**src/logic/ets_pkg.sv**
```systemverilog
// Package for the event transfer server: control block layout, mode codes,
// register offsets and reset values.
// Assumes a 32-bit APB slave and byte-wide internal memory.
`default_nettype none
package ets_pkg;
  // Control block byte offsets
  localparam logic [7:0] CB_CONTROL_OFS = 8'h00;
  localparam logic [7:0] CB_COUNT_OFS = 8'h01;
  localparam logic [7:0] CB_SOURCE_LO_OFS = 8'h02;
  localparam logic [7:0] CB_SOURCE_HI_OFS = 8'h03;
  localparam logic [7:0] CB_DEST_LO_OFS = 8'h04;
  localparam logic [7:0] CB_DEST_HI_OFS = 8'h05;
  localparam logic [7:0] CB_BLOCK_SIZE_OFS = 8'h06;
  // Control byte fields
  localparam int MODE_MSB = 7;
  localparam int MODE_LSB = 5;
  localparam int CTL_SRC_STEP_BIT = 1;
  localparam int CTL_SRC_UPDATE_BIT = 3;
  // Mode codes
  typedef enum logic [2:0] {
    MODE_BLOCK = 3'h0,
    MODE_TIMED_OUT = 3'h1,
    MODE_CAPTURE = 3'h3,
    MODE_SINGLE = 3'h4,
    MODE_SCAN = 3'h6
  } mode_t;
  // APB register byte addresses
  localparam logic [7:0] REG_STATUS_WORD = 8'h00;
  localparam logic [7:0] REG_CB_BASE = 8'h04;
  localparam logic [7:0] REG_COMMAND = 8'h08;
  localparam logic [7:0] REG_STATE = 8'h0c;
  localparam logic [7:0] REG_LAST = 8'h10;
  // Status word: bit 2 is the server enable bit
  localparam int SERVER_ENABLE_POS = 2;
  localparam logic [7:0] STATUS_WORD_RST = 8'h00;
  localparam logic [15:0] CB_BASE_RST = 16'h0000;
  // Command codes written to the command register
  localparam logic [1:0] CMD_SERVER_ON = 2'h1;
  localparam logic [1:0] CMD_SERVER_OFF = 2'h2;
  localparam logic [1:0] CMD_SAVE_CTX = 2'h3;
endpackage
`default_nettype wire

```
**src/logic/mem_port_if.sv**
```systemverilog
// Byte memory port between the server core and its address stepper.
// Assumes one-cycle read latency memory.
`default_nettype none
interface mem_port_if;
  logic [15:0] src;
  logic step;
  logic [15:0] nxt;
  modport core (output src, output step, input nxt);
  modport stepper (input src, input step, output nxt);
endinterface
`default_nettype wire

```
**src/logic/ptr_stepper.sv**
```systemverilog
// Source pointer stepper: next pointer value, stepped or held.
// Assumes combinational use by the server core.
`default_nettype none
module ptr_stepper (
  // Pointer port
  mem_port_if.stepper mp
);
  // Step by one byte when asked
  always_comb begin
    mp.nxt = mp.step ? mp.src + 16'h0001 : mp.src;
  end
endmodule
`default_nettype wire

```
**src/logic/event_transfer_server.sv**
```systemverilog
// Event transfer server: answers an interrupt request with a byte transfer
// driven by a control block held in internal memory.
// Assumes one-cycle-latency byte memory and a core that pulses instr_done.
//
// Summary of operation
// [RQ1] Mode from control bits 7..5: 000 block transfer, 100 single transfer.
// [RQ2] Mode 001 timed output, 011 input capture, 110 converter scan.
// [RQ3] Source pointer used only in single, block and timed-output modes.
// [RQ4] Single mode: control bits 1 and 3 together decide pointer increment.
// [RQ5] Block mode: pointer steps after each transfer only if bit 1 set.
// [RQ6] Block mode end: bit 3 keeps final pointer, else restores start.
// [RQ7] Timed-output mode: pointer written back only when bit 3 set.
// [RQ8] Block size fetched from control block byte offset 6.
// [RQ9] Transfers only while enable bit set; context save clears status word.
// [RQ10] Server on/off command blocks acknowledge until next instruction done.
// [RQ11] Reserved mode codes perform no transfer.
`default_nettype none
module event_transfer_server (
  // Clock and reset
  input wire logic sys_clk,
  input wire logic rst_n,
  // APB slave
  input wire logic psel,
  input wire logic penable,
  input wire logic pwrite,
  input wire logic [7:0] paddr,
  input wire logic [31:0] pwdata,
  output logic [31:0] prdata,
  output logic pready,
  output logic pslverr,
  // Interrupt side
  input wire logic int_req,
  input wire logic instr_done,
  output logic int_ack,
  output logic xfer_done,
  // Memory side
  output logic [15:0] mem_addr,
  output logic mem_rd,
  output logic mem_wr,
  output logic [7:0] mem_wdata,
  input wire logic [7:0] mem_rdata
);
  typedef enum logic [3:0] {
    ST_IDLE = 4'h0, ST_RD_CTL = 4'h1, ST_RD_CNT = 4'h2, ST_RD_SLO = 4'h3,
    ST_RD_SHI = 4'h4, ST_RD_DLO = 4'h5, ST_RD_DHI = 4'h6, ST_RD_BLK = 4'h7,
    ST_RD_DATA = 4'h8, ST_WR_DATA = 4'h9, ST_WB_SLO = 4'ha, ST_WB_SHI = 4'hb,
    ST_WB_CNT = 4'hc, ST_DONE = 4'hd
  } state_t;

  state_t state_r;
  logic [7:0] status_word_r;
  logic [15:0] cb_base_r;
  logic [7:0] ctl_r;
  logic [7:0] count_r;
  logic [7:0] blk_r;
  logic [15:0] src_r;
  logic [15:0] src_start_r;
  logic [15:0] dst_r;
  logic [7:0] data_r;
  logic block_ack_r;
  logic [7:0] xfer_total_r;
  logic rd_pending_r;
  mem_port_if mp ();

  ptr_stepper u_stepper (
    .mp(mp)
  );

  // Mode decode of a control byte
  function automatic logic [2:0] mode_of(input logic [7:0] c);
    return c[ets_pkg::MODE_MSB:ets_pkg::MODE_LSB]; // see [RQ1] see [RQ2]
  endfunction

  // Modes that use the source pointer
  function automatic logic uses_src(input logic [7:0] c);
    return (mode_of(c) == ets_pkg::MODE_BLOCK) || (mode_of(c) == ets_pkg::MODE_SINGLE) ||
      (mode_of(c) == ets_pkg::MODE_TIMED_OUT); // see [RQ3]
  endfunction

  logic mode_block;
  logic mode_single;
  logic mode_timed;
  logic step_bit;
  logic upd_bit;
  logic apb_wr;
  logic [15:0] cb_addr;
  assign mode_block = mode_of(ctl_r) == ets_pkg::MODE_BLOCK;
  assign mode_single = mode_of(ctl_r) == ets_pkg::MODE_SINGLE;
  assign mode_timed = mode_of(ctl_r) == ets_pkg::MODE_TIMED_OUT;
  assign step_bit = ctl_r[ets_pkg::CTL_SRC_STEP_BIT];
  assign upd_bit = ctl_r[ets_pkg::CTL_SRC_UPDATE_BIT];
  assign apb_wr = psel && penable && pwrite;

  // Pointer stepping per mode
  always_comb begin
    mp.src = src_r;
    mp.step = 1'b0;
    if (mode_block) begin
      mp.step = step_bit; // see [RQ5]
    end else if (mode_single) begin
      mp.step = step_bit && upd_bit; // see [RQ4]
    end else if (mode_timed) begin
      mp.step = 1'b1;
    end
  end

  // Memory address per state
  always_comb begin
    cb_addr = cb_base_r;
    case (state_r)
      ST_RD_CTL: cb_addr = cb_base_r + 16'(ets_pkg::CB_CONTROL_OFS);
      ST_RD_CNT, ST_WB_CNT: cb_addr = cb_base_r + 16'(ets_pkg::CB_COUNT_OFS);
      ST_RD_SLO, ST_WB_SLO: cb_addr = cb_base_r + 16'(ets_pkg::CB_SOURCE_LO_OFS);
      ST_RD_SHI, ST_WB_SHI: cb_addr = cb_base_r + 16'(ets_pkg::CB_SOURCE_HI_OFS);
      ST_RD_DLO: cb_addr = cb_base_r + 16'(ets_pkg::CB_DEST_LO_OFS);
      ST_RD_DHI: cb_addr = cb_base_r + 16'(ets_pkg::CB_DEST_HI_OFS);
      ST_RD_BLK: cb_addr = cb_base_r + 16'(ets_pkg::CB_BLOCK_SIZE_OFS); // see [RQ8]
      ST_RD_DATA: cb_addr = src_r;
      ST_WR_DATA: cb_addr = dst_r;
      default: cb_addr = cb_base_r;
    endcase
  end

  // Transfer sequencer: one memory read per two cycles (issue, capture), one memory write per cycle
  always_ff @(posedge sys_clk) begin
    if (!rst_n) begin
      state_r <= ST_IDLE;
      rd_pending_r <= 1'b0;
      ctl_r <= 8'h00;
      count_r <= 8'h00;
      blk_r <= 8'h00;
      src_r <= 16'h0000;
      src_start_r <= 16'h0000;
      dst_r <= 16'h0000;
      data_r <= 8'h00;
      xfer_total_r <= 8'h00;
    end else if (state_r != ST_IDLE && state_r != ST_DONE && !rd_pending_r &&
                 state_r <= ST_RD_DATA) begin
      rd_pending_r <= 1'b1;
    end else begin
      rd_pending_r <= 1'b0;
      case (state_r)
        ST_IDLE: begin
          if (int_req && status_word_r[ets_pkg::SERVER_ENABLE_POS] && !block_ack_r) begin
            state_r <= ST_RD_CTL; // see [RQ9]
          end
        end
        ST_RD_CTL: begin
          ctl_r <= mem_rdata;
          case (mode_of(mem_rdata))
            ets_pkg::MODE_BLOCK, ets_pkg::MODE_SINGLE, ets_pkg::MODE_TIMED_OUT:
              state_r <= ST_RD_CNT;
            default: state_r <= ST_DONE; // see [RQ11]
          endcase
        end
        ST_RD_CNT: begin
          count_r <= mem_rdata;
          state_r <= uses_src(ctl_r) ? ST_RD_SLO : ST_DONE; // see [RQ3]
        end
        ST_RD_SLO: begin
          src_r[7:0] <= mem_rdata;
          state_r <= ST_RD_SHI;
        end
        ST_RD_SHI: begin
          src_r[15:8] <= mem_rdata;
          src_start_r <= {mem_rdata, src_r[7:0]};
          state_r <= ST_RD_DLO;
        end
        ST_RD_DLO: begin
          dst_r[7:0] <= mem_rdata;
          state_r <= ST_RD_DHI;
        end
        ST_RD_DHI: begin
          dst_r[15:8] <= mem_rdata;
          state_r <= mode_block ? ST_RD_BLK : ST_RD_DATA;
          blk_r <= 8'h01;
        end
        ST_RD_BLK: begin
          blk_r <= (mem_rdata == 8'h00) ? 8'h01 : mem_rdata;
          state_r <= ST_RD_DATA;
        end
        ST_RD_DATA: begin
          data_r <= mem_rdata;
          state_r <= ST_WR_DATA;
        end
        ST_WR_DATA: begin
          xfer_total_r <= xfer_total_r + 8'h01;
          if (mode_block && blk_r != 8'h01) begin
            blk_r <= blk_r - 8'h01;
            src_r <= mp.nxt; // see [RQ5]
            dst_r <= dst_r + 16'h0001;
            state_r <= ST_RD_DATA;
          end else if (mode_block) begin
            src_r <= upd_bit ? mp.nxt : src_start_r; // see [RQ6]
            state_r <= ST_WB_SLO;
          end else if (mode_timed) begin
            src_r <= mp.nxt;
            state_r <= upd_bit ? ST_WB_SLO : ST_WB_CNT; // see [RQ7]
          end else begin
            src_r <= mp.nxt; // see [RQ4]
            state_r <= ST_WB_SLO;
          end
        end
        ST_WB_SLO: state_r <= ST_WB_SHI;
        ST_WB_SHI: state_r <= ST_WB_CNT;
        ST_WB_CNT: begin
          count_r <= count_r - 8'h01;
          state_r <= ST_DONE;
        end
        ST_DONE: state_r <= ST_IDLE;
        default: state_r <= ST_IDLE;
      endcase
    end
  end

  // Memory strobes, registered
  always_ff @(posedge sys_clk) begin
    if (!rst_n) begin
      mem_addr <= 16'h0000;
      mem_rd <= 1'b0;
      mem_wr <= 1'b0;
      mem_wdata <= 8'h00;
    end else begin
      mem_addr <= cb_addr;
      mem_rd <= !rd_pending_r && state_r != ST_IDLE && state_r <= ST_RD_DATA &&
        state_r != ST_DONE;
      mem_wr <= !rd_pending_r && (state_r >= ST_WR_DATA) && (state_r <= ST_WB_CNT);
      case (state_r)
        ST_WB_SLO: mem_wdata <= src_r[7:0];
        ST_WB_SHI: mem_wdata <= src_r[15:8];
        ST_WB_CNT: mem_wdata <= count_r - 8'h01;
        default: mem_wdata <= data_r;
      endcase
    end
  end

  // Interrupt side outputs and acknowledge hold-off
  always_ff @(posedge sys_clk) begin
    if (!rst_n) begin
      xfer_done <= 1'b0;
      int_ack <= 1'b0;
      block_ack_r <= 1'b0;
    end else begin
      xfer_done <= (state_r == ST_DONE);
      int_ack <= (state_r == ST_DONE) ||
        (int_req && !block_ack_r && state_r == ST_IDLE &&
         !status_word_r[ets_pkg::SERVER_ENABLE_POS]);
      if (apb_wr && paddr == ets_pkg::REG_COMMAND &&
          (pwdata[1:0] == ets_pkg::CMD_SERVER_ON || pwdata[1:0] == ets_pkg::CMD_SERVER_OFF)) begin
        block_ack_r <= 1'b1; // see [RQ10]
      end else if (instr_done) begin
        block_ack_r <= 1'b0; // see [RQ10]
      end
    end
  end

  // Software registers
  always_ff @(posedge sys_clk) begin
    if (!rst_n) begin
      status_word_r <= ets_pkg::STATUS_WORD_RST;
      cb_base_r <= ets_pkg::CB_BASE_RST;
    end else if (apb_wr) begin
      case (paddr)
        ets_pkg::REG_STATUS_WORD: status_word_r <= pwdata[7:0];
        ets_pkg::REG_CB_BASE: cb_base_r <= pwdata[15:0];
        ets_pkg::REG_COMMAND: begin
          case (pwdata[1:0])
            ets_pkg::CMD_SERVER_ON: status_word_r[ets_pkg::SERVER_ENABLE_POS] <= 1'b1;
            ets_pkg::CMD_SERVER_OFF: status_word_r[ets_pkg::SERVER_ENABLE_POS] <= 1'b0;
            ets_pkg::CMD_SAVE_CTX: status_word_r <= 8'h00; // see [RQ9]
            default: status_word_r <= status_word_r;
          endcase
        end
        default: cb_base_r <= cb_base_r;
      endcase
    end
  end

  // APB answer: zero wait states, error on unmapped address
  always_ff @(posedge sys_clk) begin
    if (!rst_n) begin
      prdata <= 32'h0000_0000;
      pready <= 1'b0;
      pslverr <= 1'b0;
    end else begin
      pready <= psel && !penable;
      pslverr <= psel && !penable && (paddr >= ets_pkg::REG_LAST || paddr[1:0] != 2'h0);
      case (paddr)
        ets_pkg::REG_STATUS_WORD: prdata <= {24'h0, status_word_r};
        ets_pkg::REG_CB_BASE: prdata <= {16'h0, cb_base_r};
        ets_pkg::REG_STATE: prdata <= {xfer_total_r, ctl_r, 3'h0, block_ack_r, state_r, blk_r};
        default: prdata <= 32'h0000_0000;
      endcase
    end
  end
endmodule
`default_nettype wire

```
**config.mk**
```make
export PLATFORM = sky130hd
export DESIGN_NAME = event_transfer_server
export DESIGN_NICKNAME = d
export VERILOG_FILES = /design/src/logic/ets_pkg.sv /design/src/logic/mem_port_if.sv /design/src/logic/ptr_stepper.sv /design/src/logic/event_transfer_server.sv
export SDC_FILE = /design/constraint.sdc
export NUM_CORES = 1
export LEC_CHECK = 0
export BUFFER_PORTS_ARGS = -buffer_cell sky130_fd_sc_hd__clkbuf_2
export CORE_ASPECT_RATIO = 1.4
export CORE_MARGIN = 2
export CORE_UTILIZATION = 45
export CTS_CLUSTER_DIAMETER = 50
export DETAILED_ROUTE_END_ITERATION = 8
export PLACE_DENSITY_LB_ADDON = 0.1
export SLEW_MARGIN = 25
export SYNTH_ARGS = -nofsm -noshare
export SYNTH_HDL_FRONTEND = slang
export SYNTH_HIERARCHICAL = 1
export SYNTH_SLANG_ARGS = --single-unit
```
**constraint.sdc**
```tcl
create_clock -name sys_clk -period 2.6 [get_ports sys_clk]
set_input_delay 0.52 -clock sys_clk [delete_from_list [all_inputs] [get_ports sys_clk]]
set_output_delay 0.52 -clock sys_clk [all_outputs]
set_load 0.01 [all_outputs]
```
Yosys cells after proc, flatten, opt, wreduce, memory -nomap -nowiden
Cells that the tools add are included.
{"block": "totals", "output_inout_bits": 62, "register_bits": 180, "elab_cells": 169}
{"block": "op_classes", "mux": 35, "bitwise": 1, "n_reduce_logical": 64, "n_lt_le_gt_ge": 4, "n_eq_ne": 29, "addsub": 11}
{"op": "$pmux 16 s8", "n": 1}
{"op": "$pmux 32 s3", "n": 1}
{"op": "$pmux 8 s2", "n": 6}
{"op": "$mux 16", "n": 5}
{"op": "$pmux 4 s13", "n": 1}
{"op": "$add 16x1->16 const B", "n": 3}
{"op": "$add 16x3->16 const B", "n": 3}
{"op": "$pmux 8 s3", "n": 2}
{"op": "$add 16x2->16 const B", "n": 2}
{"op": "$eq 4x4->1 const B", "n": 6}
{"op": "$logic_and 1x1->1", "n": 21}
{"op": "$reduce_and 2->1", "n": 9}
{"op": "$eq 4x3->1 const B", "n": 4}
{"op": "$eq 8x4->1 const B", "n": 2}
{"op": "$logic_not 8->1", "n": 2}
{"op": "$mux 4", "n": 4}
{"op": "$mux 8", "n": 2}
{"op": "$reduce_bool 2->1", "n": 8}
{"op": "$sub 8x1->8 const B", "n": 2}
{"op": "$reduce_and 3->1", "n": 5}
{"op": "$mux 3", "n": 4}
{"op": "$add 8x1->8 const B", "n": 1}
{"op": "$eq 4x2->1 const B", "n": 2}
{"op": "$eq 8x3->1 const B", "n": 1}
{"op": "other kinds (26)", "n": 47}

Logic depth before layout (Yosys ltp)
Gate-level depths: netlist (run 1).
{"block": "depth", "ltp_word": 9, "ltp_mapped": 12}

Hierarchy
Netlist (run 1), hierarchy kept.
{"mod": "event_transfer_server", "n_inst": 1, "seq_area_each_um2": 3603.5, "cells_per_inst": 1189, "area_each_um2": 9376.5}
{"mod": "ptr_stepper", "n_inst": 1, "seq_area_each_um2": 0.0, "cells_per_inst": 41, "area_each_um2": 296.5}

Worst setup path before layout (run 1)
No wires, ideal clock.
{"block": "synth_timing", "path_kind": "register -> register", "start": "register state_r[1]", "end": "register mem_addr[6]", "arrival_ps": 2651, "required_ps": 2472, "path_stages_with_launch": 13, "path_slack_ps": -179, "path_buffers": 3, "path_cell_list": "dfxtp_1 > buf_2 > nor2b_1 > buf_2 > and3_1 > clkbuf_1 > ha_1 > a21o_1 > nand2_1 > o22ai_1 > a2111oi_0 > o32a_1 > nor2_1"}
{"block": "synth_via", "elab_chain_len": 3, "word_cells_on_any_way": 15, "cone_classes": "eq/ne: 11; mux: 1; reduce/logical: 3"}
{"element": "start, declared", "line": "event_transfer_server.sv:50", "source": "state_t state_r;"}
{"element": "start signal, assigned", "line": "event_transfer_server.sv:158", "source": "state_r <= uses_src(ctl_r) ? ST_RD_SLO : ST_DONE;"}
{"element": "start signal, assigned", "line": "event_transfer_server.sv:175", "source": "state_r <= mode_block ? ST_RD_BLK : ST_RD_DATA;"}
{"element": "start signal, assigned", "line": "event_transfer_server.sv:198", "source": "state_r <= upd_bit ? ST_WB_SLO : ST_WB_CNT;"}
{"element": "$eq 4x4->1 (tied with other cells)", "line": "event_transfer_server.sv:110", "source": "case (state_r)"}
{"element": "$reduce_or 2->1", "line": "event_transfer_server.sv:110"}
{"element": "$pmux 16 s8 *", "line": "event_transfer_server.sv:110"}
{"element": "end signal, assigned", "line": "event_transfer_server.sv:224", "source": "mem_addr <= cb_addr;"}
{"element": "end, declared", "line": "event_transfer_server.sv:37", "source": "output logic [15:0] mem_addr,"}
Mark *: on every way between the ends. The rest lies on a longest branch, timed or not.
A chain may end at the register's enable or synchronous reset.

Worst setup path in the final report (run 1)
{"block": "layout_timing", "start": "register state_r[2]", "end": "register mem_addr[6]"}
Same word-level chain as after synthesis.

==> metrics.md, run 1 <==
| Metric | Value |
|---|---|
| Ys async rst share | 0% |
| PwrDens | 622 nW/um2 |
| Post-synth EDFFs | 0 |
| Outcome | finished clean |
| Commonest non-fill, non-tap cell in the layout | dfxtp_1 |
| Max IR drop VDD | 0.537 mV |
| Hold Crit Class | input pin to register |
| Gr usage total | 26.2% |
| Clock Sinks | 180 |
| Root buf cell | clkbuf_16 |
| Crit-path slowest cell | a2111oi_0 |
| Cell leakage power | 0.00440 uW |
| Critical path startpoint category | register |
| Syn Inst Count | 1230 |
| Final GP Congestion | 0.976 |
| Detail Route Antenna Nets | 0 |
| Post-CTS Setup Inserts | 0 |
| Vias in the first global route | 8681 |
| Die X | 128 um |
| Final WS setup | 0.148 ns |
| Max Slew Vio Count | 0 |
| Fin area | 11200 um2 |
| Netlist cell types | 80 |
| Post-Place Cells | 1551 |
| IO Count | 117 |
| Via density | 5.84 |
| CP required | 2.91 ns |
| Die height | 177 um |
| Critical Path, Cell by Cell | buf_4 > nor4bb_1 > buf_4 > a21oi_2 > o22ai_1 > a2111oi_0 > o32a_1 > nor2_1 |
| Syn nets | 1300 |
| Largest net degree at the start of global routing | 71 |
| Worst Clk Skew | 0.0124 ns |
| Setup CP Type | register to register |
| Share of layout cells above drive strength 1 | 16.6% |
| Hold path startpoint | pwdata[13] |
| First-pass DRT Iterations | 8 |
| Nets | 1380 |
| Reg-to-reg slack, setup | 0.15 ns |
| CTS Buf Count | 17 |
| I/O Buffers | 100 |
| Hold path depth | 3 |
| Critical Path AT | 2.76 ns |
| CP endpoint kind | register |
| Final setup violation count | 0 |
| # rows | 63 |
| Worst-path fanout max | 34 |
| Fin crit share | 94.3% |
| DRT iter0 DRCs | 707 |
| Drt total wl | 29500 um |
| CTS tree | done |
| Die Area | 22700 um2 |
| Most frequent cells in the layout | dfxtp_1, nand2_1, a21oi_1 |
| Min Tclk post-route | 2.45 ns |
| Unrepaired setup endpoints after global routing | true |
| CP most frequent cell | buf_4 |
| Max_slew headroom | 48.5% |
| Placed Area | 10500 um2 |
| DR DRC count | 0 |
| Antenna violations before repair | 1 |
| Register bit total from synthesis | 180 |
| FF-to-FF End | mem_addr[6] |
| Avg Synthesized Cell Area | 7.86 um2 |
| Max Freq | 0.408 GHz |
| Layout area overhead | 15.3% |
| Worst-path clk slew | 0.07 ns |
| Post-synthesis sequential area ratio | 37.3% |
| Main synth FF type | dfxtp_1 |
| Max clock buf depth | 2 |
| Filler-free cell count of the finished design | 1583 |
| Clk_lat worst skew | 0.44 ns |
| Vias | 9240 |
| Worst R2R Path Depth | 8 |
| WP buf/inv | 2 |
| Worst r2r src | state_r[2] |
| Max Cap Violations | 0 |
| Worst Hold Path EP | cb_base_r[13] |
| Top delay family on crit path | compound AO/OA/AOI/OAI gates |
| GRT overflow | 0 |
| Hold Buf Count CTS | 0 |
| Dpl hpwl | 21300 um |
| Synth warnings | 6 |
| Worst-margin pin slew | 0.766 ns |
| WHS | 0.301 ns |
| Synthesized area | 9670 um2 |
| Core footprint | 21100 um2 |
| Starting density of the core | 45.8% |
| Hold Vio Cnt, Final | 0 |
| Routed WL per cell | 18.7 um |
| Setup WS pre-CTS | 0.0107 ns |
| First-pass GRT wire length | 46700 um |
| Crit path largest cell delay | 0.44 ns |
| H-tree depth | 4 |
## cell usage after synthesis, types with 4 or more instances
| cell | instances | area (um2) |
|---|---|---|
| dfxtp_1 | 180 | 3600 |
| o21ai_0 | 60 | 300 |
| a222oi_1 | 6 | 60.1 |
| mux2i_1 | 39 | 390 |
| nor2b_1 | 5 | 31.3 |
| xor2_1 | 21 | 184 |
| ha_1 | 13 | 163 |
| a22o_1 | 11 | 96.3 |
| nand4_1 | 15 | 93.8 |
| a21o_1 | 12 | 90.1 |
| nand2_1 | 168 | 631 |
| a211oi_1 | 11 | 82.6 |
| xnor2_1 | 24 | 210 |
| nand3b_1 | 5 | 37.5 |
| a221oi_1 | 20 | 175 |
| nor4_1 | 6 | 37.5 |
| clkbuf_1 | 52 | 195 |
| o221ai_1 | 9 | 78.8 |
| o22ai_1 | 5 | 31.3 |
| and3_1 | 13 | 81.3 |
| buf_2 | 32 | 160 |
| buf_1 | 7 | 26.3 |
| and2_1 | 28 | 175 |
| or3_1 | 5 | 31.3 |
| a21oi_1 | 138 | 691 |
| a22oi_1 | 13 | 97.6 |
| o31ai_1 | 5 | 37.5 |
| inv_1 | 28 | 105 |
| buf_6 | 4 | 45.0 |
| nor3_1 | 23 | 115 |
| nor2_1 | 126 | 473 |
| a31oi_1 | 17 | 106 |
| nand2b_1 | 14 | 87.6 |
| nand3_1 | 40 | 200 |
## what timing repair did
action                     CTS  global route
resized for setup            1             4
pin swaps                    0             1
cloned                       0             0
setup endpoints to repair    1            14
## stage by stage
step / TNS, ns / util (%) / total power (uW)
6_report: 0 / 52.8 / 6940
5_1_grt: -0.108 / 52.8 / 7230
4_1_cts: 0 / 52.7 / 6970
3_5_place_dp: 0 / 49.9 / 4400
3_3_place_gp: 0 / 49.9 / 4390
2_1_floorplan: -0.0110 / - / 3900
## sequential cells by signal (all words and copies together) (netlist names), 8 cells and up
signal,count
mp.src,16
cb_base_r,16
src_start_r,16
xfer_total_r,8
ctl_r,8
mem_wdata,8
count_r,8
status_word_r,8
blk_r,8
prdata,32
mem_addr,16
dst_r,16
data_r,8
## power breakdown
part | internal (uW) | total, uW | leakage (uW) | switching (uW)
clock network | 1420 | 2570 | 0.000289 | 1150
logic | 539 | 1470 | 0.00265 | 930
registers | 2840 | 2900 | 0.00145 | 63.6
## final cells by class
type | count | area [um2]
antenna | 1 | 2.50
clock buffer | 21 | 470
clock inverter | 10 | 119
fill | 2069 | 9970
inverter | 28 | 106
multi-input combinational | 923 | 5530
sequential | 180 | 3600
tap | 260 | 325
timing repair buffer | 160 | 996
## worst max path at each step
stage               start      endpoint  slack (ns)  cells after the start
3_3_place_gp   state_r[1]   mem_addr[9]        0.06                     11
6_report       state_r[2]   mem_addr[6]        0.15                      8
3_5_place_dp   state_r[1]   mem_addr[9]        0.01                     11
2_1_floorplan  state_r[3]   mem_addr[8]       -0.01                     11
5_1_grt        state_r[1]  mem_addr[14]       -0.06                     10
4_1_cts        state_r[1]   mem_addr[9]        0.07                     11
## cells by family after synthesis
family	synth area share, %
xor+xnor	4.07
simple gates	24.0
fa+ha+maj	2.10
compound gates	22.5
buf+inv	5.89
mux	4.15
flops	37.3
## per-layer routing
metal | track usage (%) | vias up | part of all wire, %
met5 | 0 | - | 0
met4 | 12.6 | 0 | 3.8
met3 | 4.28 | 64 | 5.7
met2 | 44.8 | 293 | 49
met1 | 32.0 | 4345 | 41
li1 | - | 4538 | -
## worst register-to-register path, cell delays in order (launching register included)
cell       delay [ns]
dfxtp_2          0.34
buf_4            0.30
nor4bb_1         0.11
buf_4            0.19
a21oi_2          0.43
o22ai_1          0.23
a2111oi_0        0.44
o32a_1           0.24
nor2_1           0.04
Power figures use the tool's default switching activity.
==> run 2: changes to the inputs <==
CORE_ASPECT_RATIO = unset   (was 1.4)
SYNTH_HIERARCHICAL = unset   (was 1)
==> run 2 against run 1 <==
  * First-iteration DRC count rose by 10%
  * Routed wire length rose by 6.6%
  * Combinational power fell by 88%
  * Critical path type unchanged
==> metrics.md, run 2 <==
| Metric | Value |
|---|---|
| Routing usage on met2 | 41.5% |
| DRT iter0 DRCs | 780 |
| Critical Path AT | 2.82 ns |
| Avg Synthesized Cell Area | 7.99 um2 |
| FF-to-FF End | mem_addr[8] |
| Final GP Congestion | 0.880 |
| Worst-margin pin slew | 0.782 ns |
| Area share of the largest cell type after synthesis | 37.4% |
| Post-synth EDFFs | 0 |
| Die height | 150 um |
| Worst r2r src | state_r[2] |
| Min Tclk post-route | 2.51 ns |
| Crit path largest cell delay | 0.44 ns |
| Max Cap Violations | 0 |
| Total power draw | 5660 uW |
| Fin crit share | 96.4% |
| Worst-path clk slew | 0.08 ns |
| Root buf cell | clkbuf_16 |
| Worst-path fanout max | 37 |
| Max Freq | 0.399 GHz |
| Cell leakage power | 0.00431 uW |
| Biggest area consumer among synthesized cells | dfxtp_1 |
| First-pass GRT wire length | 48400 um |
| Max reg flops | 32 |
| First-pass DRT Iterations | 7 |
| Via density | 5.97 |
| PwrDens | 501 nW/um2 |
| Outcome | finished clean |
| GRT overflow | 0 |
| # diodes | 0 |
| # rows | 53 |
| Max IR drop VDD | 0.297 mV |
| Placed Area | 10700 um2 |
| Syn nets | 1275 |
| Ys async rst share | 0% |
| Drt total wl | 31500 um |
| Setup TNS | 0 ns |
| Starting density of the core | 45.8% |
| Die Area | 22600 um2 |
| Synthesized area | 9630 um2 |
| Register bit total from synthesis | 180 |
| Syn Inst Count | 1205 |
| CTS Buf Count | 17 |
| CTS tree | done |
| Hold Vio Cnt, Final | 0 |
| Max Slew Vio Count | 0 |
| Detail Route Antenna Nets | 0 |
| CP required | 2.91 ns |
| Commonest non-fill, non-tap cell in the layout | dfxtp_1 |
| DR DRC count | 0 |
| GR Util met1 | 39.8% |
| Gr usage total | 27.9% |
| Post-CTS Setup Inserts | 0 |
| Nets | 1368 |
| Vias in the first global route | 8391 |
| Worst R2R Path Depth | 9 |
| Post-synth top cells | dfxtp_1, nand2_1, nor2_1, a21oi_1, o21ai_0 |
| Layout area overhead | 17.4% |
| Max_slew headroom | 47.4% |
| Die X | 150 um |
| Worst setup path startpoint | state_r[2] |
| Top Usage Layer GRT | met2 |
| Main synth FF type | dfxtp_1 |
| Final WS setup | 0.0932 ns |
| Max clock buf depth | 2 |
| I/O Buffers | 100 |
| Setup WS pre-CTS | 0.141 ns |
| Netlist cell types | 82 |
| Hold Crit Class | input pin to register |
| IO Count | 117 |
| Clk_lat worst skew | 0.44 ns |
| CP endpoint kind | register |
| Grt met3 use | 5.48% |
| Hold path startpoint | penable |
| Critical path startpoint category | register |
| Final core utilization | 53.8% |
| Synth top area cells | dfxtp_1, a21oi_1, nand2_1 |
| Reg-to-reg slack, setup | 0.09 ns |
| Dpl hpwl | 22400 um |
| Reg with most FFs | prdata |
| Largest net degree at the start of global routing | 39 |
| Most frequent cells in the layout | dfxtp_1, nand2_1, nor2_1 |
| Vias | 9472 |
| Worst Hold Path EP | pready |
| Synth warnings | 0 |
| Core footprint | 21000 um2 |
| Crit-path slowest cell | a221o_1 |
| Most numerous cell in the Yosys netlist | dfxtp_1 |
| Final setup violation count | 0 |
| Unrepaired setup endpoints after global routing | false |
| Worst Clk Skew | 0.0170 ns |
| Routed WL per cell | 19.8 um |
| Fin area | 11300 um2 |
| Share of layout cells above drive strength 1 | 17.8% |
| Clock Sinks | 180 |
| Critical Path, Cell by Cell | buf_12 > nand2_1 > nor2_4 > ha_1 > a21o_1 > nor2b_1 > a221o_1 > a31oi_1 > o41ai_1 |
| Hold path depth | 2 |
| Setup CP Type | register to register |
| Post-synthesis sequential area ratio | 37.4% |
| Antenna violations before repair | 1 |
| H-tree depth | 4 |
run 2: changes by cell type after synthesis, moves of 11 or more:
cell      change
a221oi_1     -14
buf_2        -18
clkbuf_1     +15
nand2_1      -43
xnor2_1      -14
o21ai_0      +11
a31oi_1      +11
a21oi_1      -41
run 2: logic make-up after synthesis:
group / after synthesis / share of synthesized area, %
AO/OA/AOI/OAI: 350 / 23.9
XOR/XNOR: 27 / 2.45
adder cells (fa/ha/maj): 15 / 2.10
buffers and inverters: 125 / 5.33
AND/OR/NAND/NOR: 463 / 24.0
flip-flops: 180 / 37.4
multiplexers: 45 / 4.79
run 2: cell type report:
cell class | instances | area, um2
fill | 2016 | 9720
multi-input combinational | 900 | 5560
sequential | 180 | 3600
timing repair buffer | 170 | 1050
clock buffer | 17 | 425
tap | 275 | 344
clock inverter | 15 | 211
inverter | 29 | 110
run 2: stage by stage:
step,std cells,hold WS [ns]
floorplan,1205,0.430
global placement,1554,0.438
detailed placement,1554,0.442
CTS,1586,0.255
global route,1586,0.265
finish,1586,0.268
run 2: how the worst max path moves through the flow:
stage	endpoint	slack (ns)
finish	mem_addr[8]	0.09
global route	mem_addr[8]	0.007
CTS	mem_addr[8]	0.13
detailed placement	mem_addr[8]	0.14
global placement	mem_addr[8]	0.18
floorplan	mem_addr[8]	0.07
run 2: timing repair:
| item | in CTS | in global routing |
|---|---|---|
| endpoints found under the setup margin | 0 | 2 |
| resized for setup | 0 | 2 |
| hold buffers | 0 | 0 |
run 2: where the power goes:
group / internal, uW / leakage (uW) / total (uW) / switching [uW]
sequential: 2760 / 0.00145 / 2760 / 0.781
combinational: 56.8 / 0.00256 / 183 / 127
clock: 1400 / 0.000303 / 2720 / 1320
total: 4220 / 0.00431 / 5660 / 1450
run 2: critical path: cells and delay by family (launching register included):
kind | cells | cell delay (ns)
adders and majority gates | 1 | 0.29
and+or+nand+nor | 3 | 0.57
DFF | 1 | 0.39
AOI/OAI and AO/OA | 4 | 0.91
buffers and inverters | 1 | 0.21
run 2: per-layer routing:
metal	part of all wire, %	up-vias
met5	0	-
met4	2.9	0
met3	7.1	54
met2	44	342
met1	46	4522
li1	-	4554
